$ cat src/uart_evt_pkg.sv
// constants, field layouts and carriers for the event, queue control and link format block
// assumes a single pclk domain and an apb master on the register side
package uart_evt_pkg;

  // ************************************************************
  // register map (byte addresses)
  // ************************************************************
  localparam logic [7:0] ADDR_EVENT_FIFO = 8'h08;
  localparam logic [7:0] ADDR_LINK_BANK  = 8'h0c;
  localparam logic [7:0] ADDR_SHADOW     = 8'h1c;
  localparam logic [7:0] ADDR_MODE_CFG   = 8'h20;
  localparam logic [7:0] ADDR_LINE_STAT  = 8'h24;
  localparam logic [6:0] BANK_SHADOW     = 7'h64;
  localparam logic [7:0] LINK_RESET      = 8'h00;
  localparam logic [7:0] BANK_RESET      = 8'h00;

  // ************************************************************
  // field positions
  // ************************************************************
  localparam int EV_LINK   = 2;
  localparam int EV_MODEM  = 3;
  localparam int EV_DMA    = 4;
  localparam int EV_TX_EMPTY_FLAG  = 5;
  localparam int FC_EN     = 0;
  localparam int FC_RX_SOFT_RESET   = 1;
  localparam int FC_TX_SOFT_RESET   = 2;
  localparam int LS_TX_EMPTY_FLAG  = 6;
  localparam int BANK_EN   = 7;

  // ************************************************************
  // thresholds
  // ************************************************************
  localparam logic [5:0] TX_TH16 [4] = '{6'h01, 6'h03, 6'h09, 6'h0d};
  localparam logic [5:0] TX_TH32 [4] = '{6'h01, 6'h07, 6'h11, 6'h19};
  localparam logic [5:0] RX_TH16 [4] = '{6'h01, 6'h04, 6'h08, 6'h0e};
  localparam logic [5:0] RX_TH32 [4] = '{6'h01, 6'h08, 6'h10, 6'h1a};

  typedef enum logic [2:0] {
    MODE_UART = 3'h0,
    MODE_SHARP = 3'h2,
    MODE_SIR = 3'h3,
    MODE_CIR = 3'h6
  } op_mode_t;

  typedef struct packed {
    logic       stick_parity;
    logic       even_parity_sel;
    logic       parity_enable;
    logic       stop_bits_sel;
    logic [1:0] char_length_sel;
  } char_format_t;

  typedef struct packed {
    logic       rx_error;
    logic       rx_bottom_pe_fe_brk;
    logic       rx_overrun;
    logic       tx_underrun;
    logic       terminal_count;
    logic [3:0] modem_status_low;
    logic       tx_empty_flag;
  } line_events_t;

endpackage : uart_evt_pkg

$ cat src/uart_ir_event_fifo_line_ctrl.sv
// event flags, queue control and link format registers behind an apb slave
// assumes event inputs are synchronous to pclk, queue depth select from outside
// What this block does
// uart sir sharp modes flag receive errors
// queued errors at bottom, overrun immediately
// cir mode flags overrun or underrun
// uart mode flags any low modem bit
// ir modem select one forces flag zero outside uart mode
// terminal count sets dma flag, extended read clears
// transmitter empty flag mirrors line status
// queue control write-only, shares event address
// enable bit enables queues, zero flushes outside cir
// receiver soft reset pulses, self clears
// transmitter soft reset pulses, self clears
// transmit threshold below selected level, extended only
// receive threshold at or above level
// shared address reads bank, shadow reads link
// bank-enable write gating of link format
// link format resets to zero
// format bits ignored in cir mode
// length code gives five to eight bits
// stop bits one, one half, two
// parity odd even stick one zero
// break drives line or ir pins
// software waits empty around break changes
// bank enable picks bank, else zero
// extended select else classic identification
// queue depth from outside, default sixteen
module uart_ir_event_fifo_line_ctrl (
  input  wire logic                       pclk,
  input  wire logic                       presetn,
  input  wire logic                       psel,
  input  wire logic                       penable,
  input  wire logic                       pwrite,
  input  wire logic [7:0]                 paddr,
  input  wire logic [31:0]                pwdata,
  output logic      [31:0]                prdata,
  output logic                            pready,
  output logic                            pslverr,
  input  wire logic                       depth32,
  input  wire uart_evt_pkg::line_events_t line_ev,
  input  wire logic [5:0]                 tx_level,
  input  wire logic [5:0]                 rx_level,
  input  wire logic                       rx_timeout,
  input  wire logic                       tx_data,
  input  wire logic                       ir_tx_data,
  input  wire logic                       ir_mod_en,
  output logic                            serial_out_pin,
  output logic                            ir_tx_pin,
  output logic                            fifo_enable,
  output logic                            rx_soft_reset,
  output logic                            tx_soft_reset,
  output logic                            fifo_flush,
  output logic                            tx_threshold_event,
  output logic                            rx_threshold_event,
  output uart_evt_pkg::char_format_t      char_format,
  output logic [3:0]                      data_bits,
  output logic                            two_stop_bits,
  output logic                            half_stop_bit,
  output logic [6:0]                      active_bank
);

  // ************************************************************
  // bus decode
  // ************************************************************
  logic       wr_en;
  logic       rd_en;
  logic [7:0] link_format_q;
  logic [7:0] bank_select_q;
  logic [7:0] mode_cfg_q;
  logic [1:0] tx_th_q;
  logic [1:0] rx_th_q;
  logic       fifo_en_q;
  logic [5:0] ev_q;
  logic       dma_count_event_q;
  logic [1:0] rx_sr_q;
  logic [1:0] tx_sr_q;
  logic       pulse_q;
  logic       extended_select;
  logic       ir_modem_function_select;
  logic       extended;
  logic       cir;
  uart_evt_pkg::op_mode_t mode;
  logic [7:0] event_ident_reg;
  logic [7:0] classic_ident;
  logic [7:0] wbyte;
  logic [7:0] rd_byte;
  logic       hit;
  logic       wr_ok;
  uart_evt_pkg::op_mode_t eff_mode;

  assign wr_en   = psel & penable & pwrite;
  assign rd_en   = psel & penable & ~pwrite;
  assign pready  = 1'b1;
  assign wbyte   = pwdata[7:0];
  assign extended_select          = mode_cfg_q[0];
  assign ir_modem_function_select = mode_cfg_q[1];
  assign mode     = uart_evt_pkg::op_mode_t'(mode_cfg_q[4:2]);
  assign extended = extended_select;
  // the mode field only counts once extended operation is selected;
  // a classic port always behaves as a plain uart
  assign eff_mode = extended ? mode : uart_evt_pkg::MODE_UART;
  assign cir      = (eff_mode == uart_evt_pkg::MODE_CIR);

  // ************************************************************
  // mode configuration
  // ************************************************************
  always_ff @(posedge pclk or negedge presetn) begin
    if (!presetn) begin
      mode_cfg_q <= 8'h00;
    end else if (wr_en && paddr == uart_evt_pkg::ADDR_MODE_CFG) begin
      // bits above the mode field read back as zero
      mode_cfg_q <= {3'h0, wbyte[4:0]};
    end
  end

  // ************************************************************
  // queue control
  // ************************************************************
  logic fc_wr;
  assign fc_wr = wr_en && paddr == uart_evt_pkg::ADDR_EVENT_FIFO;

  always_ff @(posedge pclk or negedge presetn) begin
    if (!presetn) begin
      fifo_en_q <= 1'b0;
      tx_th_q   <= 2'h0;
      rx_th_q   <= 2'h0;
      pulse_q   <= 1'b0;
    end else begin
      // a zero in the enable bit empties both queues, never in cir
      pulse_q <= fc_wr & ~wbyte[uart_evt_pkg::FC_EN] & ~cir;
      if (fc_wr) begin
        fifo_en_q <= wbyte[uart_evt_pkg::FC_EN];
        tx_th_q   <= wbyte[5:4];
        rx_th_q   <= wbyte[7:6];
      end
    end
  end

  always_ff @(posedge pclk or negedge presetn) begin
    if (!presetn) begin
      rx_sr_q <= 2'h0;
      tx_sr_q <= 2'h0;
    end else begin
      // single-cycle strobes, so the bits clear themselves
      rx_sr_q <= {1'b0, fc_wr & wbyte[uart_evt_pkg::FC_RX_SOFT_RESET]};
      tx_sr_q <= {1'b0, fc_wr & wbyte[uart_evt_pkg::FC_TX_SOFT_RESET]};
    end
  end

  assign fifo_enable   = fifo_en_q | cir;
  assign fifo_flush    = pulse_q;
  assign rx_soft_reset = rx_sr_q[0];
  assign tx_soft_reset = tx_sr_q[0];

  // ************************************************************
  // thresholds
  // ************************************************************
  logic [5:0] tx_th;
  logic [5:0] rx_th;
  // depth32 is a static strap that picks the deeper table
  assign tx_th = depth32 ? uart_evt_pkg::TX_TH32[tx_th_q] : uart_evt_pkg::TX_TH16[tx_th_q];
  assign rx_th = depth32 ? uart_evt_pkg::RX_TH32[rx_th_q] : uart_evt_pkg::RX_TH16[rx_th_q];

  always_ff @(posedge pclk or negedge presetn) begin
    if (!presetn) begin
      tx_threshold_event <= 1'b0;
      rx_threshold_event <= 1'b0;
    end else begin
      // a classic port raises the transmit event only once empty
      tx_threshold_event <= extended ? (tx_level < tx_th) : (tx_level == 6'h00);
      rx_threshold_event <= fifo_enable ? (rx_level >= rx_th) : (rx_level != 6'h00);
    end
  end

  // ************************************************************
  // event flags
  // ************************************************************
  logic link_set;
  logic modem_set;
  logic lsr_err;
  // with queues on, parity, framing and break wait for the queue bottom
  assign lsr_err  = fifo_enable ? (line_ev.rx_bottom_pe_fe_brk | line_ev.rx_overrun)
                                : line_ev.rx_error;
  assign link_set = cir ? (line_ev.rx_overrun | line_ev.tx_underrun)
                        : lsr_err;
  assign modem_set = (|line_ev.modem_status_low) &
                     ~((eff_mode != uart_evt_pkg::MODE_UART) & ir_modem_function_select);

  always_ff @(posedge pclk or negedge presetn) begin
    if (!presetn) begin
      ev_q <= 6'h00;
    end else begin
      // an error in the same cycle as a receiver soft reset still sets the flag
      ev_q[uart_evt_pkg::EV_LINK]  <= link_set | (ev_q[uart_evt_pkg::EV_LINK] & ~rx_soft_reset);
      ev_q[uart_evt_pkg::EV_MODEM] <= modem_set;
      ev_q[1:0] <= {tx_threshold_event, rx_threshold_event | rx_timeout};
      ev_q[uart_evt_pkg::EV_TX_EMPTY_FLAG] <= line_ev.tx_empty_flag;
      ev_q[uart_evt_pkg::EV_DMA] <= 1'b0;
    end
  end

  logic ev_rd;
  assign ev_rd = rd_en && paddr == uart_evt_pkg::ADDR_EVENT_FIFO;

  // terminal count wins over a clearing read in the same cycle;
  // only the extended view clears the flag on read

  always_ff @(posedge pclk or negedge presetn) begin
    if (!presetn) begin
      dma_count_event_q <= 1'b0;
    end else if (line_ev.terminal_count) begin
      dma_count_event_q <= 1'b1;
    end else if (ev_rd && extended) begin
      dma_count_event_q <= 1'b0;
    end
  end

  assign event_ident_reg = {2'b00, ev_q[uart_evt_pkg::EV_TX_EMPTY_FLAG], dma_count_event_q,
                            ev_q[uart_evt_pkg::EV_MODEM], ev_q[uart_evt_pkg::EV_LINK],
                            ev_q[1:0]};

  // classic prioritised identification
  always_comb begin
    classic_ident = {fifo_enable, fifo_enable, 6'h01};
    if (ev_q[uart_evt_pkg::EV_LINK]) begin
      classic_ident[3:0] = 4'h6;
    end else if (rx_timeout && fifo_enable) begin
      classic_ident[3:0] = 4'hc;
    end else if (ev_q[0]) begin
      classic_ident[3:0] = 4'h4;
    end else if (ev_q[1]) begin
      classic_ident[3:0] = 4'h2;
    end else if (ev_q[uart_evt_pkg::EV_MODEM]) begin
      classic_ident[3:0] = 4'h0;
    end
  end

  // ************************************************************
  // link format and bank select
  // ************************************************************
  logic lb_wr;
  logic bank1_code;
  assign lb_wr      = wr_en && paddr == uart_evt_pkg::ADDR_LINK_BANK;
  // codes that still select bank 1 also write the link format
  assign bank1_code = ~wbyte[6] | wbyte[1] | wbyte[0];

  always_ff @(posedge pclk or negedge presetn) begin
    if (!presetn) begin
      link_format_q <= uart_evt_pkg::LINK_RESET;
      bank_select_q <= uart_evt_pkg::BANK_RESET;
    end else if (lb_wr) begin
      bank_select_q <= wbyte;
      if (!wbyte[uart_evt_pkg::BANK_EN] || bank1_code) begin
        link_format_q <= wbyte;
      end
    end
  end

  assign active_bank = bank_select_q[uart_evt_pkg::BANK_EN] ? bank_select_q[6:0] : 7'h00;

  // ************************************************************
  // format decode
  // ************************************************************
  logic fmt_on;
  assign fmt_on      = ~cir;
  // in cir the format reads as zero so nothing downstream acts on it
  assign char_format = fmt_on ? link_format_q[5:0] : '0;
  always_comb begin
    case (char_format.char_length_sel)
      2'h0:    data_bits = 4'h5;
      2'h1:    data_bits = 4'h6;
      2'h2:    data_bits = 4'h7;
      default: data_bits = 4'h8;
    endcase
  end
  assign half_stop_bit = char_format.stop_bits_sel & (char_format.char_length_sel == 2'h0);
  assign two_stop_bits = char_format.stop_bits_sel & (char_format.char_length_sel != 2'h0);

  // ************************************************************
  // break front end
  // ************************************************************
  logic break_condition;
  assign break_condition = fmt_on & link_format_q[6];
  always_ff @(posedge pclk or negedge presetn) begin
    if (!presetn) begin
      serial_out_pin <= 1'b1;
      ir_tx_pin      <= 1'b0;
    end else begin
      serial_out_pin <= (break_condition && eff_mode == uart_evt_pkg::MODE_UART) ? 1'b0 : tx_data;
      // a continuous pulse train is one toggle per clock
      if (break_condition && eff_mode == uart_evt_pkg::MODE_SIR) begin
        ir_tx_pin <= ~ir_tx_pin;
      end else if (break_condition && eff_mode == uart_evt_pkg::MODE_SHARP) begin
        ir_tx_pin <= ir_mod_en ? ~ir_tx_pin : 1'b1;
      end else begin
        // otherwise the pin follows the modulator
        ir_tx_pin <= ir_tx_data;
      end
    end
  end

  // ************************************************************
  // read mux
  // ************************************************************
  always_comb begin
    rd_byte = 8'h00;
    hit     = 1'b1;
    case (paddr)
      uart_evt_pkg::ADDR_EVENT_FIFO: rd_byte = extended ? event_ident_reg : classic_ident;
      uart_evt_pkg::ADDR_LINK_BANK:  rd_byte = bank_select_q;
      // the shadow copy answers only while its bank is selected
      uart_evt_pkg::ADDR_SHADOW: begin
        hit     = (active_bank == uart_evt_pkg::BANK_SHADOW);
        rd_byte = hit ? link_format_q : 8'h00;
      end
      uart_evt_pkg::ADDR_MODE_CFG:   rd_byte = mode_cfg_q;
      uart_evt_pkg::ADDR_LINE_STAT:  rd_byte = {1'b0, line_ev.tx_empty_flag, 6'h00};
      default:                       hit = 1'b0;
    endcase
  end

  assign prdata  = {24'h000000, rd_byte};

  // ************************************************************
  // error response
  // ************************************************************
  // only three addresses take writes; the shadow copy and the line
  // status are read-only and refuse a write without side effects
  always_comb begin
    case (paddr)
      uart_evt_pkg::ADDR_EVENT_FIFO: wr_ok = 1'b1;
      uart_evt_pkg::ADDR_LINK_BANK:  wr_ok = 1'b1;
      uart_evt_pkg::ADDR_MODE_CFG:   wr_ok = 1'b1;
      default:                       wr_ok = 1'b0;
    endcase
  end

  assign pslverr = psel & penable & (pwrite ? ~wr_ok : ~hit);

endmodule : uart_ir_event_fifo_line_ctrl

$ cat config.mk
export PLATFORM = sky130hd
export DESIGN_NAME = uart_ir_event_fifo_line_ctrl
export DESIGN_NICKNAME = d
export VERILOG_FILES = /design/src/uart_evt_pkg.sv /design/src/uart_ir_event_fifo_line_ctrl.sv
export SDC_FILE = /design/constraint.sdc
export NUM_CORES = 1
export LEC_CHECK = 0
export ABC_AREA = 0
export BUFFER_PORTS_ARGS = -buffer_cell sky130_fd_sc_hd__buf_4
export CAP_MARGIN = 10
export CORE_AREA = 2 2 98 72
export DETAILED_ROUTE_END_ITERATION = 8
export DIE_AREA = 0 0 100 74
export GPL_TIMING_DRIVEN = 1
export PLACE_DENSITY = 0.78
export REMOVE_ABC_BUFFERS = 1
export SETUP_SLACK_MARGIN = 0.4
export SYNTH_ARGS = -nofsm -noshare
export SYNTH_HDL_FRONTEND = slang
export SYNTH_SLANG_ARGS = --single-unit
$ cat constraint.sdc
create_clock -name pclk -period 3.7 [get_ports pclk]
set_clock_uncertainty 0.05 [all_clocks]
set_input_delay 0.37 -clock pclk [delete_from_list [all_inputs] [get_ports pclk]]
set_output_delay 0.37 -clock pclk [all_outputs]
set_load 0.02 [all_outputs]
* Word-level counts from Yosys, hierarchy flattened
Index checks and enable logic that the tools add are counted.
** Storage, ports and cells
- Register bits after elaboration :: 39
- Latch bits :: 0
- Memory bits (writable) :: 0
- ROM bits :: 0
- Input bits :: 72
- Output and inout port bits :: 61
- Word-level logic and storage cells :: 123
- Memories kept :: 0
** Cells by class
- Add/sub/neg operators :: 0
- $mul :: 0
- Div/mod/pow operators :: 0
- Magnitude comparators :: 4
- Eq/ne operators :: 11
- Shift-type cells :: 0
- Muxes and demuxes :: 39
- Bitwise operators :: 32
- Reduce and logical (&&, ||, !) cells :: 22
** Operator list (count)
- $mux 6 :: 11
- $bmux 6 s2 :: 4
- $pmux 8 s5 :: 1
- $eq 8x4->1 const B :: 2
- $eq 8x6->1 const B :: 2
- $mux 8 :: 2
- $and 1x1->1 :: 14
- $mux 1 :: 13
- $pmux 4 s3 :: 1
- $logic_and 1x1->1 :: 9
- $not 1->1 :: 9
- $eq 8x5->1 const B :: 1
- $mux 4 :: 2
- $reduce_or 4->1 :: 2
- $eq 7x7->1 const B :: 1
- $mux 7 :: 1
- $or 1x1->1 :: 7
- $eq 3x2->1 const B :: 2
- $ge 3x3->1 const B :: 2
- $ge 6x6->1 :: 1
- $logic_not 6->1 :: 1
- $lt 6x6->1 :: 1
- $mux 3 :: 2
- $not 2->3 :: 2
- 14 further kinds :: 15

* Logic depth before layout (Yosys ltp)
- Depth in word-level cells :: 8
- Gate-level depth with buffers :: 7
- Depth with buffers taken out :: 7

* Worst setup path after synthesis
No wires, ideal clock.
- Path type :: register to output
- Start :: reg bank_select_q[1]
- End :: out prdata[2]
- Arrival time :: 1.775 ns
- Required time :: 3.280 ns
- Setup slack :: 1.505 ns
- Cell stages (with the launch flop) :: 5
- Path buffers :: 0
- Path through :: dfrtp_1 -> or4b_2 -> nor4_4 -> a22oi_1 -> o21ai_0
** On the way
- Word-level cells in the longest chain between the ends :: 4
** RTL lines
- from (decl) :: line uart_ir_event_fifo_line_ctrl.sv:69 : logic [7:0] bank_select_q;
- from (signal assigned) :: line uart_ir_event_fifo_line_ctrl.sv:251 : bank_select_q <= uart_evt_pkg::BANK_RESET;
- from (signal assigned) :: line uart_ir_event_fifo_line_ctrl.sv:253 : bank_select_q <= wbyte;
- $mux 7 :: line uart_ir_event_fifo_line_ctrl.sv:260 : assign active_bank = bank_select_q[uart_evt_pkg::BANK_EN] ? bank_select_q[6:0] : 7'h00;
- $eq 7x7->1 :: line uart_ir_event_fifo_line_ctrl.sv:314 : hit = (active_bank == uart_evt_pkg::BANK_SHADOW);
- $mux 8 :: line uart_ir_event_fifo_line_ctrl.sv:315 : rd_byte = hit ? link_format_q : 8'h00;
- $pmux 8 s5 :: line uart_ir_event_fifo_line_ctrl.sv:309 : case (paddr)
- to (decl) :: line uart_ir_event_fifo_line_ctrl.sv:37 : output logic [31:0] prdata,
No other way between the ends.

* Final worst setup path
- Start :: reg bank_select_q[1]
- End :: out prdata[3]
Same word-level chain as after synthesis.

==> out/qor.log <==
[outcome] result of the run complete, but fails checks
[outcome] violated checks hold timing
[detailed_routing] total via count after detailed routing 2161
[setup_path] CP peak stage delay 730 ps
[global_route] number of antenna violations at the first check in global routing 0
[timing] worst hold slack -12.7 ps
[floorplan] die span in y 74 um
[clock_network] TritonCTS clock tree done
[run] Maximum Capacitance Violations 0
[pwr] sum of internal, switching and leakage power 939 uW
[detailed_routing] via density per instance 5.19
[finish] Core Util, Final 49.7%
[setup_path] maximum fanout encountered on the critical timing path 9
[detailed_routing] final wirelength 6440 um
[timing] final worst-path cycle share 76.2%
[timing] endpoints failing hold 38
[global_route] Remaining Overflow, GRT 0
[synth] number of warning messages in the yosys log 0
[finish] most common cell after layout, fill and taps aside sky130_fd_sc_hd__buf_4
[setup_path] category of the worst setup path launch point flop
[setup_path] worst path buffer plus inverter count 1
[setup_path] critical path data required time 3280 ps
[setup_path] highest-delay cell along the critical path sky130_fd_sc_hd__or4b_2
[pwr] share of total power consumed by net switching 25.9%
[global_route] combined global-route utilization of all metal layers 18.0%
[clock_network] clock network latency to the later pin of the worst-skew pair 290 ps
[placed_design] Final HPWL DP 5070 um
[timing] Worst-Margin Slew 743 ps
[synth] synthesized area 0.00251 mm^2
[setup_path] largest delay contributor family on the critical path simple AND/OR/NAND/NOR gates
[global_route] pin count of the biggest net entering global routing 40
[pwr] internal power of the cells 696 uW
[floorplan] die area 0.00740 mm^2
[clock_network] clock tree sinks 39
[finish] Area Overhead vs Synth 28.7%
[clock_network] number of CTS-inserted buffers 5
[pwr] worst supply voltage drop on vdd 0.187 mV
[finish] combined area of the multi-input logic cells 0.00137 mm^2
[hold_path] classification of the worst-slack hold path primary input to asynchronous set/reset pin
[floorplan] I/O pin cnt 133
[pwr] P per Cell Area 291 mW/mm^2
[clock_network] clock slew at reported path FFs 80 ps
[synth] number of standard cells after synthesis 250
[timing] total negative setup slack 0 ps
[detailed_routing] DR DRC count 0
[clock_network] CTS root buf sky130_fd_sc_hd__clkbuf_8
[synth] Mapped Avg Cell Area 10.0 um^2
[timing] relative slew slack 50.4%
[synth] Cell variety after synth 49
[finish] antenna diode instance count 0
[setup_path] Arrival @ worst endpoint 2400 ps
[clock_network] depth of the CTS H-tree 2
[synth] Top FF cell, synth sky130_fd_sc_hd__dfrtp_1
[clock_network] Post-CTS Setup Bufs 0
[timing] count of final max-slew check failures 0
[floorplan] die boundary width 100 um
[clock_network] number of instances resized during post-cts repair 0
[synth] count of flip-flops with a built-in enable after synthesis 0
[synth] proportion of synthesized flip-flops having asynchronous set or reset 100%
[setup_path] classification of the worst setup path flop to primary output
[timing] number of endpoints failing setup at the final stage 0
[finish] fill cell total of the finished layout 606
[timing] unrepaired setup endpoints after global routing false
[finish] share of final-layout standard cells stronger than drive strength 1 37.9%
[global_route] number of global-route vias before repair 2104
[pwr] Leakage 1.66 nW
[timing] Highest Clock Rate 355 MHz
[finish] commonest cells after routing, fill and taps aside sky130_fd_sc_hd__buf_4, sky130_fd_sc_hd__dfrtp_1, sky130_fd_sc_hd__conb_1, sky130_fd_sc_hd__mux2_2, sky130_fd_sc_hd__nand2_1
[finish] number of nets in the layout 417
[synth] post-synth top area cell sky130_fd_sc_hd__dfrtp_1
[synth] number of storage elements in the synthesis netlist 39
[floorplan] row count 25
[pwr] sequential fraction of design power 47.0%
[floorplan] Starting Density 38.6%
[detailed_routing] number of violations reported at the end of detailed-routing iteration 0 114
[placed_design] RD Place Congestion 0.869
[clock_network] cts hold-fix bufs 0
[synth] portion of synthesized cell area occupied by the leading cell type 37.9%
[detailed_routing] detail-routed net length per standard cell 15.5 um
[detailed_routing] number of routed nets with antenna violations 0
[finish] flip-flop and latch area 977 um^2
[synth] register area share after synthesis 38.9%
[timing] clock period minus worst slack 2820 ps
[pwr] relative contribution of the clock network to total power 38.0%
[pwr] share of power burned in combinational logic 15.0%
[clock_network] Bufs on Longest Clock Path 2
[setup_path] ordered cell list for the critical path or4b_2 > nor4_4 > a22oi_1 > o21ai_0 > buf_4
[global_route] wire length of the first global-routing pass 10200 um
[synth] cell types with the largest area share after synthesis sky130_fd_sc_hd__dfrtp_1, sky130_fd_sc_hd__mux2_2, sky130_fd_sc_hd__buf_4
[floorplan] area of the core 0.00651 mm^2
[pwr] switching power total 243 uW
[detailed_routing] number of optimization iterations in the first detailed-route pass 4
[placed_design] input/output buffers 83
[setup_path] kind of end point of the critical path primary output
-- path summary, 6_finish.rpt --
kind	cells past startpoint	end	slack (ps)	start
worst max-delay path	5	prdata[3]	880	bank_select_q[1]$_DFFE_PN0P_
worst min-delay path	1	link_format_q[1]$_DFFE_PN0P_	-10	presetn
worst max register to register	4	rx_threshold_event$_DFF_PN0_	1480	mode_cfg_q[0]$_DFFE_PN0P_
worst min register to register	0	ev_q[1]$_DFF_PN0_	340	tx_threshold_event$_DFF_PN0_
max in group asynchronous	1	serial_out_pin$_DFF_PN1_	3250	presetn
min in group pclk	1	ev_q[5]$_DFF_PN0_	140	line_ev[0]
-- routing by layer --
layer	vias up	track usage [%]	routed length [um]
met3	15	4.32	471
met5	-	0	0
li1	1022	-	-
met1	1022	24.1	2900
met2	102	28.9	2950
met4	0	6.70	126
-- synthesized netlist by cell type (2+ instances only) --
| library cell | count |
|---|---|
| sky130_fd_sc_hd__dfrtp_1 | 38 |
| sky130_fd_sc_hd__buf_4 | 26 |
| sky130_fd_sc_hd__mux2_2 | 24 |
| sky130_fd_sc_hd__nand2_1 | 20 |
| sky130_fd_sc_hd__nor2_1 | 12 |
| sky130_fd_sc_hd__and2_1 | 11 |
| sky130_fd_sc_hd__ha_1 | 11 |
| sky130_fd_sc_hd__inv_1 | 11 |
| sky130_fd_sc_hd__o21ai_0 | 11 |
| sky130_fd_sc_hd__a22oi_1 | 8 |
| sky130_fd_sc_hd__a21oi_1 | 7 |
| sky130_fd_sc_hd__nand3_1 | 5 |
| sky130_fd_sc_hd__and3_1 | 4 |
| sky130_fd_sc_hd__clkbuf_1 | 4 |
| sky130_fd_sc_hd__nand2b_1 | 4 |
| sky130_fd_sc_hd__o21a_1 | 4 |
| sky130_fd_sc_hd__a211o_1 | 3 |
| sky130_fd_sc_hd__nand4b_1 | 3 |
| sky130_fd_sc_hd__nor3_1 | 3 |
| sky130_fd_sc_hd__nor4_1 | 3 |
| sky130_fd_sc_hd__o22ai_1 | 3 |
| sky130_fd_sc_hd__a2bb2oi_1 | 2 |
| sky130_fd_sc_hd__conb_1 | 2 |
| sky130_fd_sc_hd__mux2i_1 | 2 |
| sky130_fd_sc_hd__nor4b_1 | 2 |
| sky130_fd_sc_hd__or3_1 | 2 |
| sky130_fd_sc_hd__or4_1 | 2 |
| sky130_fd_sc_hd__or4b_2 | 2 |
-- logic make-up after synthesis --
logic type,share of synthesized area (%)
and+or+nand+nor,19.8
AOI/OAI and AO/OA,13.6
buffers and inverters,10.0
DFF,38.9
muxes,11.6
adders and majority gates,5.48
other,0.299
xor gates and xnor gates,0.349
-- stage by stage --
step | cells | hold WS [ps] | cell area (um^2) | worst slack, ps
2_1_floorplan | 243 | 24.4 | 2390 | 1250
3_3_place_gp | 408 | 310 | 3120 | 1250
3_5_place_dp | 408 | 321 | 3120 | 1200
4_1_cts | 416 | 2.19 | 3230 | 897
5_1_grt | 416 | 25.7 | 3230 | 733
6_report | 416 | -12.7 | 3230 | 880
-- final cells by class --
class,count,share of cell area [%]
clock buffers,5,2.13
well taps,81,3.14
clock inverters,3,1.36
multi-input cells,193,42.4
inverters,11,1.28
flip-flops and latches,39,30.2
repair buffers,84,19.5
-- power groups by stage --
stage	registers, mW	clock network, mW	logic, mW
3_3_place_gp	0.449	0	0.137
6_report	0.441	0.357	0.140
5_1_grt	0.443	0.381	0.154
2_1_floorplan	0.449	0	0.0633
4_1_cts	0.441	0.365	0.141
3_5_place_dp	0.450	0	0.140
-- state kept, by name, indices dropped and copies added (netlist names), 2 cells and up --
name           flops
ev_q               5
tx_th_q            2
rx_th_q            2
bank_select_q      8
link_format_q      8
mode_cfg_q         5
No activity file was read; power rests on OpenSTA's default activity.
